===== src/common/sps_pkg.sv =====
// Package: shared scaler and external count synchroniser constants and types
package sps_pkg;

	// ------------------------------------------------------------------
	// Option field layout
	// ------------------------------------------------------------------
	localparam int RATIO_LSB  = 0;
	localparam int RATIO_W    = 3;
	localparam int ASSIGN_BIT = 3;
	localparam int EDGE_BIT   = 4;
	localparam int SOURCE_BIT = 5;
	localparam int SCALER_W   = 8;
	localparam int PHASE_W    = 2;

	// ------------------------------------------------------------------
	// Reset values
	// ------------------------------------------------------------------
	localparam logic [7:0] OPTION_RST = 8'hff;
	localparam logic [7:0] SCALER_RST = 8'h00;
	localparam logic [7:0] COUNT_RST  = 8'h00;
	localparam logic [1:0] PHASE_RST  = 2'h0;

	// Phase codes inside one instruction cycle: four ref_clk periods
	localparam logic [1:0] PH_ONE  = 2'h0;
	localparam logic [1:0] PH_TWO  = 2'h1;
	localparam logic [1:0] PH_FOUR = 2'h3;

	// Owner of the scaler
	typedef enum logic {SPS_OWN_TIMER, SPS_OWN_WDOG} sps_owner_t;

	// Decoded option bits
	typedef struct packed {
		logic       count_source_sel;
		logic       count_edge_sel;
		logic       scaler_assign_sel;
		logic [2:0] scale_ratio_sel;
	} sps_option_t;

	// Status carried out of the block
	typedef struct packed {
		logic timer_tick;
		logic wdog_tick;
		logic sync_edge;
	} sps_status_t;

endpackage : sps_pkg


===== src/hw/sps_ripple.sv =====
// Module: 8-bit scaler counter with ratio tap select
`timescale 1ns/1ps
`default_nettype none
module sps_ripple (
	input  wire logic       ref_clk,
	input  wire logic       rst,
	input  wire logic       clk_in,
	input  wire logic       clear,
	input  wire logic [2:0] tap_sel,
	output logic            tap_out
);
	logic [sps_pkg::SCALER_W-1:0] cnt_reg;
	logic [sps_pkg::SCALER_W-1:0] cnt_next;
	logic                         in_reg;
	logic                         in_next;
	logic                         rise;

	// ------------------------------------------------------------------
	// Counter
	// ------------------------------------------------------------------
	// Ripple stages modelled as a synchronous rise-counted divider;
	// each stage still toggles once per two edges, so outputs are symmetrical.
	always_comb begin
		in_next  = clk_in;
		rise     = clk_in & ~in_reg;
		cnt_next = cnt_reg;
		if (clear) begin
			cnt_next = sps_pkg::SCALER_RST;
		end else if (rise) begin
			cnt_next = cnt_reg + 8'h01;
		end
	end

	always_ff @(posedge ref_clk or posedge rst) begin
		if (rst) begin
			cnt_reg <= sps_pkg::SCALER_RST;
			in_reg  <= 1'b0;
		end else begin
			cnt_reg <= cnt_next;
			in_reg  <= in_next;
		end
	end

	assign tap_out = cnt_reg[tap_sel];
endmodule : sps_ripple
`default_nettype wire


===== src/hw/sps_top.sv =====
// Module: shared scaler with external count synchroniser
//
// Notes on behaviour
// - Scaler output sampled on phase two and phase four before count advances.
// - Timer unscaled: external input passes straight to the synchroniser.
// - Timer scaled: input divided by ripple counter giving symmetrical output.
// - Count advances only after the synchronised edge is captured.
// - One 8-bit scaler serves timer or watchdog.
// - Scaler exclusive: the unowning side runs unscaled.
// - Assign bit and three ratio bits in option low nibble set owner, ratio.
// - Count register writes clear the scaler when timer owns it.
// - Watchdog clear clears scaler when watchdog owns it.
// - Scaler neither readable nor writable; only cleared.
// - Assignment may change at any time.
// - Assign bit zero gives timer, one gives watchdog.
// - Timer ratios 1:2 to 1:256 by powers of two.
// - Counter mode counts input edges; edge bit zero rising, one falling.
`timescale 1ns/1ps
`default_nettype none
module sps_top (
	input  wire logic                 ref_clk,
	input  wire logic                 rst,
	input  wire logic                 ext_count_input,
	input  wire logic                 wdog_base_tick,
	input  wire logic                 option_wr,
	input  wire logic [7:0]           option_wdata,
	input  wire logic                 count_wr,
	input  wire logic [7:0]           count_wdata,
	input  wire logic                 watchdog_clear_instr,
	output logic      [7:0]           count_register,
	output logic                      wdog_tick,
	output sps_pkg::sps_option_t      option_out,
	output sps_pkg::sps_status_t      status_out
);
	// ------------------------------------------------------------------
	// Option register and phase counter
	// ------------------------------------------------------------------
	logic [7:0] option_reg;
	logic [7:0] option_next;
	logic [1:0] phase_reg;
	logic [1:0] phase_next;
	sps_pkg::sps_option_t opt;
	sps_pkg::sps_owner_t  owner;
	logic phase_two;
	logic phase_four;

	always_comb begin
		option_next = option_reg;
		if (option_wr) begin
			option_next = option_wdata;
		end
		phase_next = phase_reg + 2'h1;
	end

	always_ff @(posedge ref_clk or posedge rst) begin
		if (rst) begin
			option_reg <= sps_pkg::OPTION_RST;
			phase_reg  <= sps_pkg::PHASE_RST;
		end else begin
			option_reg <= option_next;
			phase_reg  <= phase_next;
		end
	end

	assign opt.count_source_sel  = option_reg[sps_pkg::SOURCE_BIT];
	assign opt.count_edge_sel    = option_reg[sps_pkg::EDGE_BIT];
	assign opt.scaler_assign_sel = option_reg[sps_pkg::ASSIGN_BIT];
	assign opt.scale_ratio_sel   = option_reg[sps_pkg::RATIO_LSB +: sps_pkg::RATIO_W];
	assign owner      = opt.scaler_assign_sel ? sps_pkg::SPS_OWN_WDOG
		: sps_pkg::SPS_OWN_TIMER;
	assign phase_two  = (phase_reg == sps_pkg::PH_TWO);
	assign phase_four = (phase_reg == sps_pkg::PH_FOUR);

	// ------------------------------------------------------------------
	// Source select and shared scaler
	// ------------------------------------------------------------------
	logic timer_src;
	logic inst_tick;
	logic scaler_in;
	logic scaler_clr;
	logic tap;
	logic tap_d_reg;
	logic tap_d_next;
	logic scaled_tick;

	// Internal source high over phases one and two, low over three and four;
	// a one-phase pulse would slip between the phase samples and never count
	assign inst_tick = ~phase_reg[1];
	// Edge bit inverts the pin so a falling edge becomes a rising one
	assign timer_src = opt.count_source_sel ?
		(ext_count_input ^ opt.count_edge_sel) : inst_tick;
	assign scaler_in = (owner == sps_pkg::SPS_OWN_TIMER) ? timer_src
		: wdog_base_tick;
	assign scaler_clr = ((owner == sps_pkg::SPS_OWN_TIMER) && count_wr)
		|| ((owner == sps_pkg::SPS_OWN_WDOG) && watchdog_clear_instr);

	// Timer taps bit n (1:2..1:256); watchdog 1:1 at code 0 uses no stage
	logic [2:0] wd_tap;
	assign wd_tap = opt.scale_ratio_sel - 3'h1;

	sps_ripple u_scaler (
		.ref_clk (ref_clk),
		.rst     (rst),
		.clk_in  (scaler_in),
		.clear   (scaler_clr),
		.tap_sel ((owner == sps_pkg::SPS_OWN_TIMER) ? opt.scale_ratio_sel : wd_tap),
		.tap_out (tap)
	);

	always_comb begin
		tap_d_next  = tap;
		scaled_tick = tap & ~tap_d_reg;
	end

	always_ff @(posedge ref_clk or posedge rst) begin
		if (rst) begin
			tap_d_reg <= 1'b0;
		end else begin
			tap_d_reg <= tap_d_next;
		end
	end

	// ------------------------------------------------------------------
	// Phase synchroniser and count register
	// ------------------------------------------------------------------
	logic pre_out;
	logic samp_q2_reg;
	logic samp_q2_next;
	logic samp_q4_reg;
	logic samp_q4_next;
	logic samp_old_reg;
	logic samp_old_next;
	logic sync_edge;
	logic [7:0] count_next;
	logic wdog_next;
	sps_pkg::sps_status_t status_next;

	// Unscaled timer path bypasses the divider entirely
	assign pre_out = (owner == sps_pkg::SPS_OWN_TIMER) ? tap : timer_src;

	always_comb begin
		samp_q2_next  = samp_q2_reg;
		samp_q4_next  = samp_q4_reg;
		samp_old_next = samp_old_reg;
		// Two samples per instruction cycle, so a two-period level is never missed
		if (phase_two || phase_four) begin
			samp_q2_next = pre_out;
			samp_q4_next = samp_q2_reg;
		end
		if (phase_four) begin
			samp_old_next = samp_q4_reg;
		end
		// Edge seen only once two samples differ, a few phases after the pin
		sync_edge  = (phase_two | phase_four) & samp_q2_reg & ~samp_q4_reg;
		count_next = count_register;
		if (count_wr) begin
			count_next = count_wdata;
		end else if (sync_edge) begin
			count_next = count_register + 8'h01;
		end
		// Watchdog code 000 is 1:1, so no divider stage is tapped
		wdog_next = ((owner == sps_pkg::SPS_OWN_WDOG) && (opt.scale_ratio_sel != 3'h0))
			? scaled_tick : wdog_base_tick;
		status_next.timer_tick = sync_edge;
		status_next.wdog_tick  = wdog_next;
		status_next.sync_edge  = sync_edge;
	end

	always_ff @(posedge ref_clk or posedge rst) begin
		if (rst) begin
			samp_q2_reg    <= 1'b0;
			samp_q4_reg    <= 1'b0;
			samp_old_reg   <= 1'b0;
			count_register <= sps_pkg::COUNT_RST;
			wdog_tick      <= 1'b0;
			option_out     <= '1;
			status_out     <= '0;
		end else begin
			samp_q2_reg    <= samp_q2_next;
			samp_q4_reg    <= samp_q4_next;
			samp_old_reg   <= samp_old_next;
			count_register <= count_next;
			wdog_tick      <= wdog_next;
			option_out     <= opt;
			status_out     <= status_next;
		end
	end
endmodule : sps_top
`default_nettype wire


===== config.mk =====
export PLATFORM = sky130hd
export DESIGN_NAME = sps_top
export DESIGN_NICKNAME = d
export VERILOG_FILES = /design/src/common/sps_pkg.sv /design/src/hw/sps_ripple.sv /design/src/hw/sps_top.sv
export SDC_FILE = /design/constraint.sdc
export NUM_CORES = 1
export LEC_CHECK = 0
export ABC_AREA = 1
export BUFFER_PORTS_ARGS = -buffer_cell sky130_fd_sc_hd__buf_4
export CAP_MARGIN = 20
export CORE_MARGIN = 2
export CORE_UTILIZATION = 54
export CTS_CLUSTER_SIZE = 14
export DETAILED_ROUTE_END_ITERATION = 6
export MAX_ROUTING_LAYER = met4
export PLACE_DENSITY = 0.79
export SLEW_MARGIN = 20
export SYNTH_ARGS = -nofsm -noshare
export SYNTH_HDL_FRONTEND = slang
export SYNTH_SLANG_ARGS = --single-unit

===== constraint.sdc =====
create_clock -name ref_clk -period 2.1 [get_ports ref_clk]
set_input_delay 0.105 -clock ref_clk [delete_from_list [all_inputs] [get_ports ref_clk]]
set_output_delay 0.105 -clock ref_clk [all_outputs]
set_load 0.01 [all_outputs]

Yosys cells after proc, flatten, opt, wreduce, memory -nomap -nowiden
Index checks and enable logic that the tools add are counted.
{"block": "totals", "word_cells": 52, "output_inout_bits": 18, "inputBits": 23, "register_bits": 36}
{"block": "op_classes", "n_eq_ne": 2, "n_mux": 12, "n_addsub": 4, "magnitude_cmp": 1, "n_bitwise": 11, "reduce_logical": 8}
{"op": "8-bit 2-to-1 mux", "n": 4}
{"op": "8-bit by 1-bit adder with 8-bit output, second input constant", "n": 2}
{"op": "1-bit 2-to-1 mux", "n": 6}
{"op": "1-bit inverter", "n": 5}
{"op": "1-bit AND", "n": 4}
{"op": "3-bit by 4-bit < comparator with 1-bit output, second input constant", "n": 1}
{"op": "2-bit nonzero test", "n": 2}
{"op": "1-bit binary-select mux with 3-bit select", "n": 1}
{"op": "1-bit logical AND", "n": 3}
{"op": "3-bit 2-to-1 mux", "n": 1}
{"op": "3-bit nonzero test", "n": 1}
{"op": "3-bit by 1-bit subtractor with 3-bit output, second input constant", "n": 1}
{"op": "2-bit by 1-bit adder with 2-bit output, second input constant", "n": 1}
{"op": "2-bit by 1-bit equality test with 1-bit output, second input constant", "n": 1}
{"op": "2-bit equality test, second input constant", "n": 1}
{"op": "1-bit logical OR", "n": 2}
{"op": "1-bit OR", "n": 1}
{"op": "1-bit bitwise XOR", "n": 1}

Logic depth before layout (Yosys ltp)
{"block": "logic_depth", "ltp_word": 6, "ltp_mapped": 10, "mapped_depth_nobuf": 10}

Hierarchy
Synthesis repeated with hierarchy kept, for this count alone.
{"block": "hier_totals", "cells_unflattened": 225, "area_unflattened_um2": 1873.0}
{"module": "sps_top", "area_each_um2": 1363.8, "n_inst": 1, "seq_area_each_um2": 690.7, "cells_each": 156}
{"module": "sps_ripple", "area_each_um2": 509.2, "n_inst": 1, "seq_area_each_um2": 225.2, "cells_each": 69}

Worst setup path before layout
Ideal clock, no wire load.
{"block": "synth_timing", "path_kind": "reg-to-reg", "from": "reg option_reg[0]", "to": "reg status_out[1] (netlist bit)", "required_ns": 1.979, "n_path_buf": 0, "arrival_time_ns": 1.371, "stages_incl_launch_ff": 10, "slack_ns": 0.607, "period_less_slack_ns": 1.493, "setup_ns": 0.121, "cell_sequence": "dfstp_2 -> inv_2 -> ha_1 -> nand2_1 -> o21ai_1 -> nand3_1 -> nand3_1 -> nand2_1 -> nand2_1 -> o21ai_1"}
{"block": "synth_via", "elab_chain_len": 6, "word_cells_on_any_way": 8, "cone_classes": "add/sub (1); mux (4); bitwise (1); reduce/logical (2)"}
{"element": "from (decl)", "line": "sps_top.sv:38", "source": "logic [7:0] option_reg;"}
{"element": "from (signal assigned)", "line": "sps_top.sv:57", "source": "option_reg <= sps_pkg::OPTION_RST;"}
{"element": "from (signal assigned)", "line": "sps_top.sv:60", "source": "option_reg <= option_next;"}
{"element": "3-bit by 1-bit subtractor with 3-bit output", "line": "sps_top.sv:99", "source": "assign wd_tap = opt.scale_ratio_sel - 3'h1;"}
{"element": "3-bit 2-to-1 mux (*)", "line": "sps_top.sv:106", "source": ".tap_sel ((owner == sps_pkg::SPS_OWN_TIMER) ? opt.scale_ratio_sel : wd_tap),"}
{"element": "1-bit binary-select mux with 3-bit select (*)", "line": "sps_ripple.sv:44", "source": "assign tap_out = cnt_reg[tap_sel];"}
{"element": "1-bit 2-to-1 mux (implied by the code) (*)", "line": "sps_ripple.sv:44"}
{"element": "net tap", "line": "sps_top.sv:81", "source": "logic tap;"}
{"element": "1-bit AND (*)", "line": "sps_top.sv:112", "source": "scaled_tick = tap & ~tap_d_reg;"}
{"element": "1-bit 2-to-1 mux (*)", "line": "sps_top.sv:163", "source": "? scaled_tick : wdog_base_tick;"}
{"element": "net wdog_next", "line": "sps_top.sv:135", "source": "logic wdog_next;"}
{"element": "to (signal assigned)", "line": "sps_top.sv:185", "source": "status_out <= status_next;"}
{"element": "to (decl)", "line": "sps_top.sv:33", "source": "output sps_pkg::sps_status_t status_out"}
Mark *: on every way through the listed nets, which the timed path passes. The rest lies on a longest branch. The select of a mux whose other input is x is not followed.
A chain may end at the register's enable or synchronous reset.

Worst setup path in the final report
{"block": "layout_timing", "from": "reg option_reg[3]", "to": "reg u_scaler.cnt_reg[7] (netlist bit)"}
{"block": "layout_via", "elab_chain_len": 5, "word_cells_on_any_way": 9, "cone_classes": "mux (3); bitwise (2); reduce/logical (4)"}
{"element": "1-bit 2-to-1 mux (*)", "line": "sps_top.sv:69", "source": "assign owner = opt.scaler_assign_sel ? sps_pkg::SPS_OWN_WDOG"}
{"element": "parallel branches: the longest is 4 deep, another holds 2-bit nonzero test"}
{"element": "to (signal assigned)", "line": "sps_ripple.sv:36", "source": "cnt_reg <= sps_pkg::SCALER_RST;"}
{"element": "to (signal assigned)", "line": "sps_ripple.sv:39", "source": "cnt_reg <= cnt_next;"}
{"element": "to (decl)", "line": "sps_ripple.sv:12", "source": "logic [sps_pkg::SCALER_W-1:0] cnt_reg;"}
Every way passes the cells marked *.

==> impl_metrics.toml <==
[outcome]
result_of_the_run = "complete, no violations"

[synth]
synth_top_cell_area_share = 0.320
postSynthCellCount = 222
average_footprint_of_a_synthesized_cell_um2 = 8.47
synth_top_flop_cell = "sky130_fd_sc_hd__dfrtp_1"
synth.top_cells.by_area = "sky130_fd_sc_hd__dfrtp_1, sky130_fd_sc_hd__dfstp_2, sky130_fd_sc_hd__nand2_1"
synth.top_cells.by_count = "sky130_fd_sc_hd__nand2_1, sky130_fd_sc_hd__nand3_1, sky130_fd_sc_hd__dfrtp_1, sky130_fd_sc_hd__inv_1, sky130_fd_sc_hd__nor2_1"
synth.net_count = 251
yosysWarningCount = 0
async_reset_ff_frac = 1.00
synth_sequential_area_ratio = 0.487
yosys.area.top_type = "sky130_fd_sc_hd__dfrtp_1"
synth_seq_cells = 36
synth_most_common_cell = "sky130_fd_sc_hd__nand2_1"
synth_edf_count = 0
post_synth_instance_area_um2 = 1880
synth_cell_type_count = 33

[routing]
drt_iter0_markers = 81
vias = 1636
viasPerCell = 5.02
routed_wl_mm = 3.75
first_pass_iters = 5
wl_per_cell_um = 11.5
drtAntennaViolNets = 0
drc = 0

[placement]
finalWeightedCongestion = 0.797
dp_hpwl_mm = 2.58
buffer_ports.inserted = 38
pre_cts_ws_ns = 0.407
placement.cell_area_um2 = 2190
placed_cells = 301

[critical_path]
worst_ep_required_time_ns = 2.34
critical-path-top-cell-by-count = "sky130_fd_sc_hd__nand2_1"
critical_path.top_delay_family = "flip-flops"
worstSetupStartpointType = "register"
path_cells = "inv_4, or2_1, o21a_1, clkinv_8, nand2_4, nand2_1, nand2_1"
element_type_at_the_critical_path_end = "register"
worstSetupPathType = "reg2reg"
path_max_fanout = 10
timing.critical_path.slowest_stage_cell = "sky130_fd_sc_hd__dfstp_2"
cp_slowest_stage_delay_ns = 0.67
worst-endpoint-arrival_ns = 1.95
worstPathBufferInverterCount = 2

[die]
core-area_um2 = 3340
die_w_um = 63.0
fp.dieH_um = 63.0
initial_utilization = 0.563
pin_count = 41
std_cell_rows = 21
die-area_um2 = 3970

[clock_network]
clockBufferDepth = 2
cts_root_buf = "sky130_fd_sc_hd__clkbuf_4"
ctsHtreeMaxLevel = 2
clkTransAtPathRegs_ns = 0.11
postCtsSetupRepairBufs = 0
clock_latency_ns = 0.34
cts_made_buffers = 5
tritoncts = "built"
clock_sinks = 36

[global_route]
global_route.usage.met2 = 0.358
grt_max_degree = 37
antenna_violations_before_repair = 0
grt_first_pass_wirelength_mm = 6.80
groute.layer.met3.usage = 0.0468
grt.met1_usage = 0.277
overflow = 0
globalRoute.busiestLayer = "met2"
grt_pass1_vias = 1596
grt.total_usage = 0.224

[sta]
fin_worst_hold_slack_ns = 0.00638
total_setup_violations_reported_at_the_end_of_the_flow = 0
final.setup_skew_ns = 0.0123
setup_slack_ns = 0.385
grt_setup_unrepaired = "false"
worst_slew_margin_rel = 0.654
tns_ns = 0
final_min_period_over_clock_period = 0.817
tightestPinTransition_ns = 0.519
final_hold_viol_count = 0
finalMaxSlewViolations = 0
finalCriticalPeriod_ns = 1.71
maximum_frequency_from_static_timing_analysis_ghz = 0.583

[power_and_ir_drop]
static-leakage-power_nw = 1.18
worst_ir_drop_vdd_uv = 460
cellPowerDensity_nw_per_um2 = 680
power_mw = 1.65

[cells_and_area]
stdcell_area_um2 = 2420
post_route_cells_drive_above_1_share = 0.243
final-instance-count-excl-fill = 326
area_growth_syn_to_layout_pct = 28.8
fillerInstances = 265
nets = 308
antenna_cells = 0
finalCoreUtilization = 0.726

[worst_hold_path]
hold_path_class = "in2reg"

[job]
max_cap_viol_count = 0
final timing paths:
path	from	endpoint	slack, ns	cells past startpoint
min	option_wr	option_reg[0]$_DFFE_PP1P_	0.006	2
max in group asynchronous	rst	option_out[0]$_DFF_PP1_	1.35	4
max	option_reg[3]$_DFFE_PP1P_	u_scaler.cnt_reg[7]$_DFFE_PP0P_	0.39	7
min reg2reg	option_reg[2]$_DFFE_PP1P_	option_out[2]$_DFF_PP1_	0.37	0
max reg2reg	option_reg[3]$_DFFE_PP1P_	u_scaler.cnt_reg[7]$_DFFE_PP0P_	0.39	7
min in group asynchronous	rst	phase_reg[0]$_DFF_PP0_	0.40	4
final cells by class:
type / instances / area [µm²] / share of cell area
clock buffer: 7 / 55.1 / 0.0227
clock inverter: 1 / 7.51 / 0.00310
inverter: 28 / 120 / 0.0496
multi-input combinational: 152 / 802 / 0.331
sequential: 36 / 916 / 0.378
tap: 46 / 57.6 / 0.0238
timing repair buffer: 56 / 463 / 0.191
kinds of logic (layout without fill, tap and decap cells):
kind of cell | after synthesis | count (layout) | synth area share
DFF | 36 | 36 | 0.487
xor gates and xnor gates | 10 | 10 | 0.0466
AOI/OAI and AO/OA | 19 | 19 | 0.0619
buffers and inverters | 34 | 92 | 0.0859
muxes | 1 | 1 | 0.00599
adders and majority gates | 6 | 6 | 0.0399
and+or+nand+nor | 116 | 116 | 0.272
worst reg2reg max path, cell delays in order (launching register included):
cell	delay [ns]
sky130_fd_sc_hd__dfstp_2	0.67
sky130_fd_sc_hd__inv_4	0.08
sky130_fd_sc_hd__or2_1	0.21
sky130_fd_sc_hd__o21a_1	0.28
sky130_fd_sc_hd__clkinv_8	0.14
sky130_fd_sc_hd__nand2_4	0.09
sky130_fd_sc_hd__nand2_1	0.08
sky130_fd_sc_hd__nand2_1	0.05
routing by layer:
metal  part of all wire  up-vias
met5                  0        -
met4              0.016        0
met3              0.042        7
met2               0.50       38
met1               0.45      766
li1                   -      825
report_power, final:
| group | switching (mW) | internal [mW] | total [mW] | leakage [nW] |
|---|---|---|---|---|
| Sequential | 0.0668 | 0.784 | 0.851 | 0.429 |
| Combinational | 0.213 | 0.190 | 0.403 | 0.719 |
| Clock | 0.228 | 0.164 | 0.391 | 0.0315 |
cell usage in the layout (no fill, tap or decap):
cell	n
sky130_fd_sc_hd__inv_1	23
sky130_fd_sc_hd__o21a_1	1
sky130_fd_sc_hd__nand3b_2	1
sky130_fd_sc_hd__o21ai_0	6
sky130_fd_sc_hd__clkbuf_8	1
sky130_fd_sc_hd__clkinv_8	1
sky130_fd_sc_hd__mux2_2	1
sky130_fd_sc_hd__nor2_1	13
sky130_fd_sc_hd__dfrtp_1	24
sky130_fd_sc_hd__o211ai_1	3
sky130_fd_sc_hd__a21oi_1	3
sky130_fd_sc_hd__nor3_2	1
sky130_fd_sc_hd__clkbuf_1	1
sky130_fd_sc_hd__o21bai_1	1
sky130_fd_sc_hd__nor3_1	1
sky130_fd_sc_hd__clkinvlp_4	1
sky130_fd_sc_hd__a31oi_1	1
sky130_fd_sc_hd__nand2_4	1
sky130_fd_sc_hd__nor3b_1	1
sky130_fd_sc_hd__and2_1	1
sky130_fd_sc_hd__xor2_1	8
sky130_fd_sc_hd__xnor2_1	2
sky130_fd_sc_hd__ha_1	6
sky130_fd_sc_hd__dlygate4sd3_1	17
sky130_fd_sc_hd__o21ai_1	2
sky130_fd_sc_hd__dfstp_2	12
sky130_fd_sc_hd__clkbuf_4	5
sky130_fd_sc_hd__buf_4	39
sky130_fd_sc_hd__nand3_1	30
sky130_fd_sc_hd__or2_1	1
sky130_fd_sc_hd__nand4_1	2
sky130_fd_sc_hd__nand2_1	63
sky130_fd_sc_hd__or2_2	1
sky130_fd_sc_hd__inv_2	3
sky130_fd_sc_hd__o221ai_1	2
sky130_fd_sc_hd__inv_4	1
what timing repair did:
action                                 4_1_cts  5_1_grt
hold buffers                                17        0
endpoints found under the hold margin       36        0
resized for setup                            0        0
(Power assumes the default switching activity.)
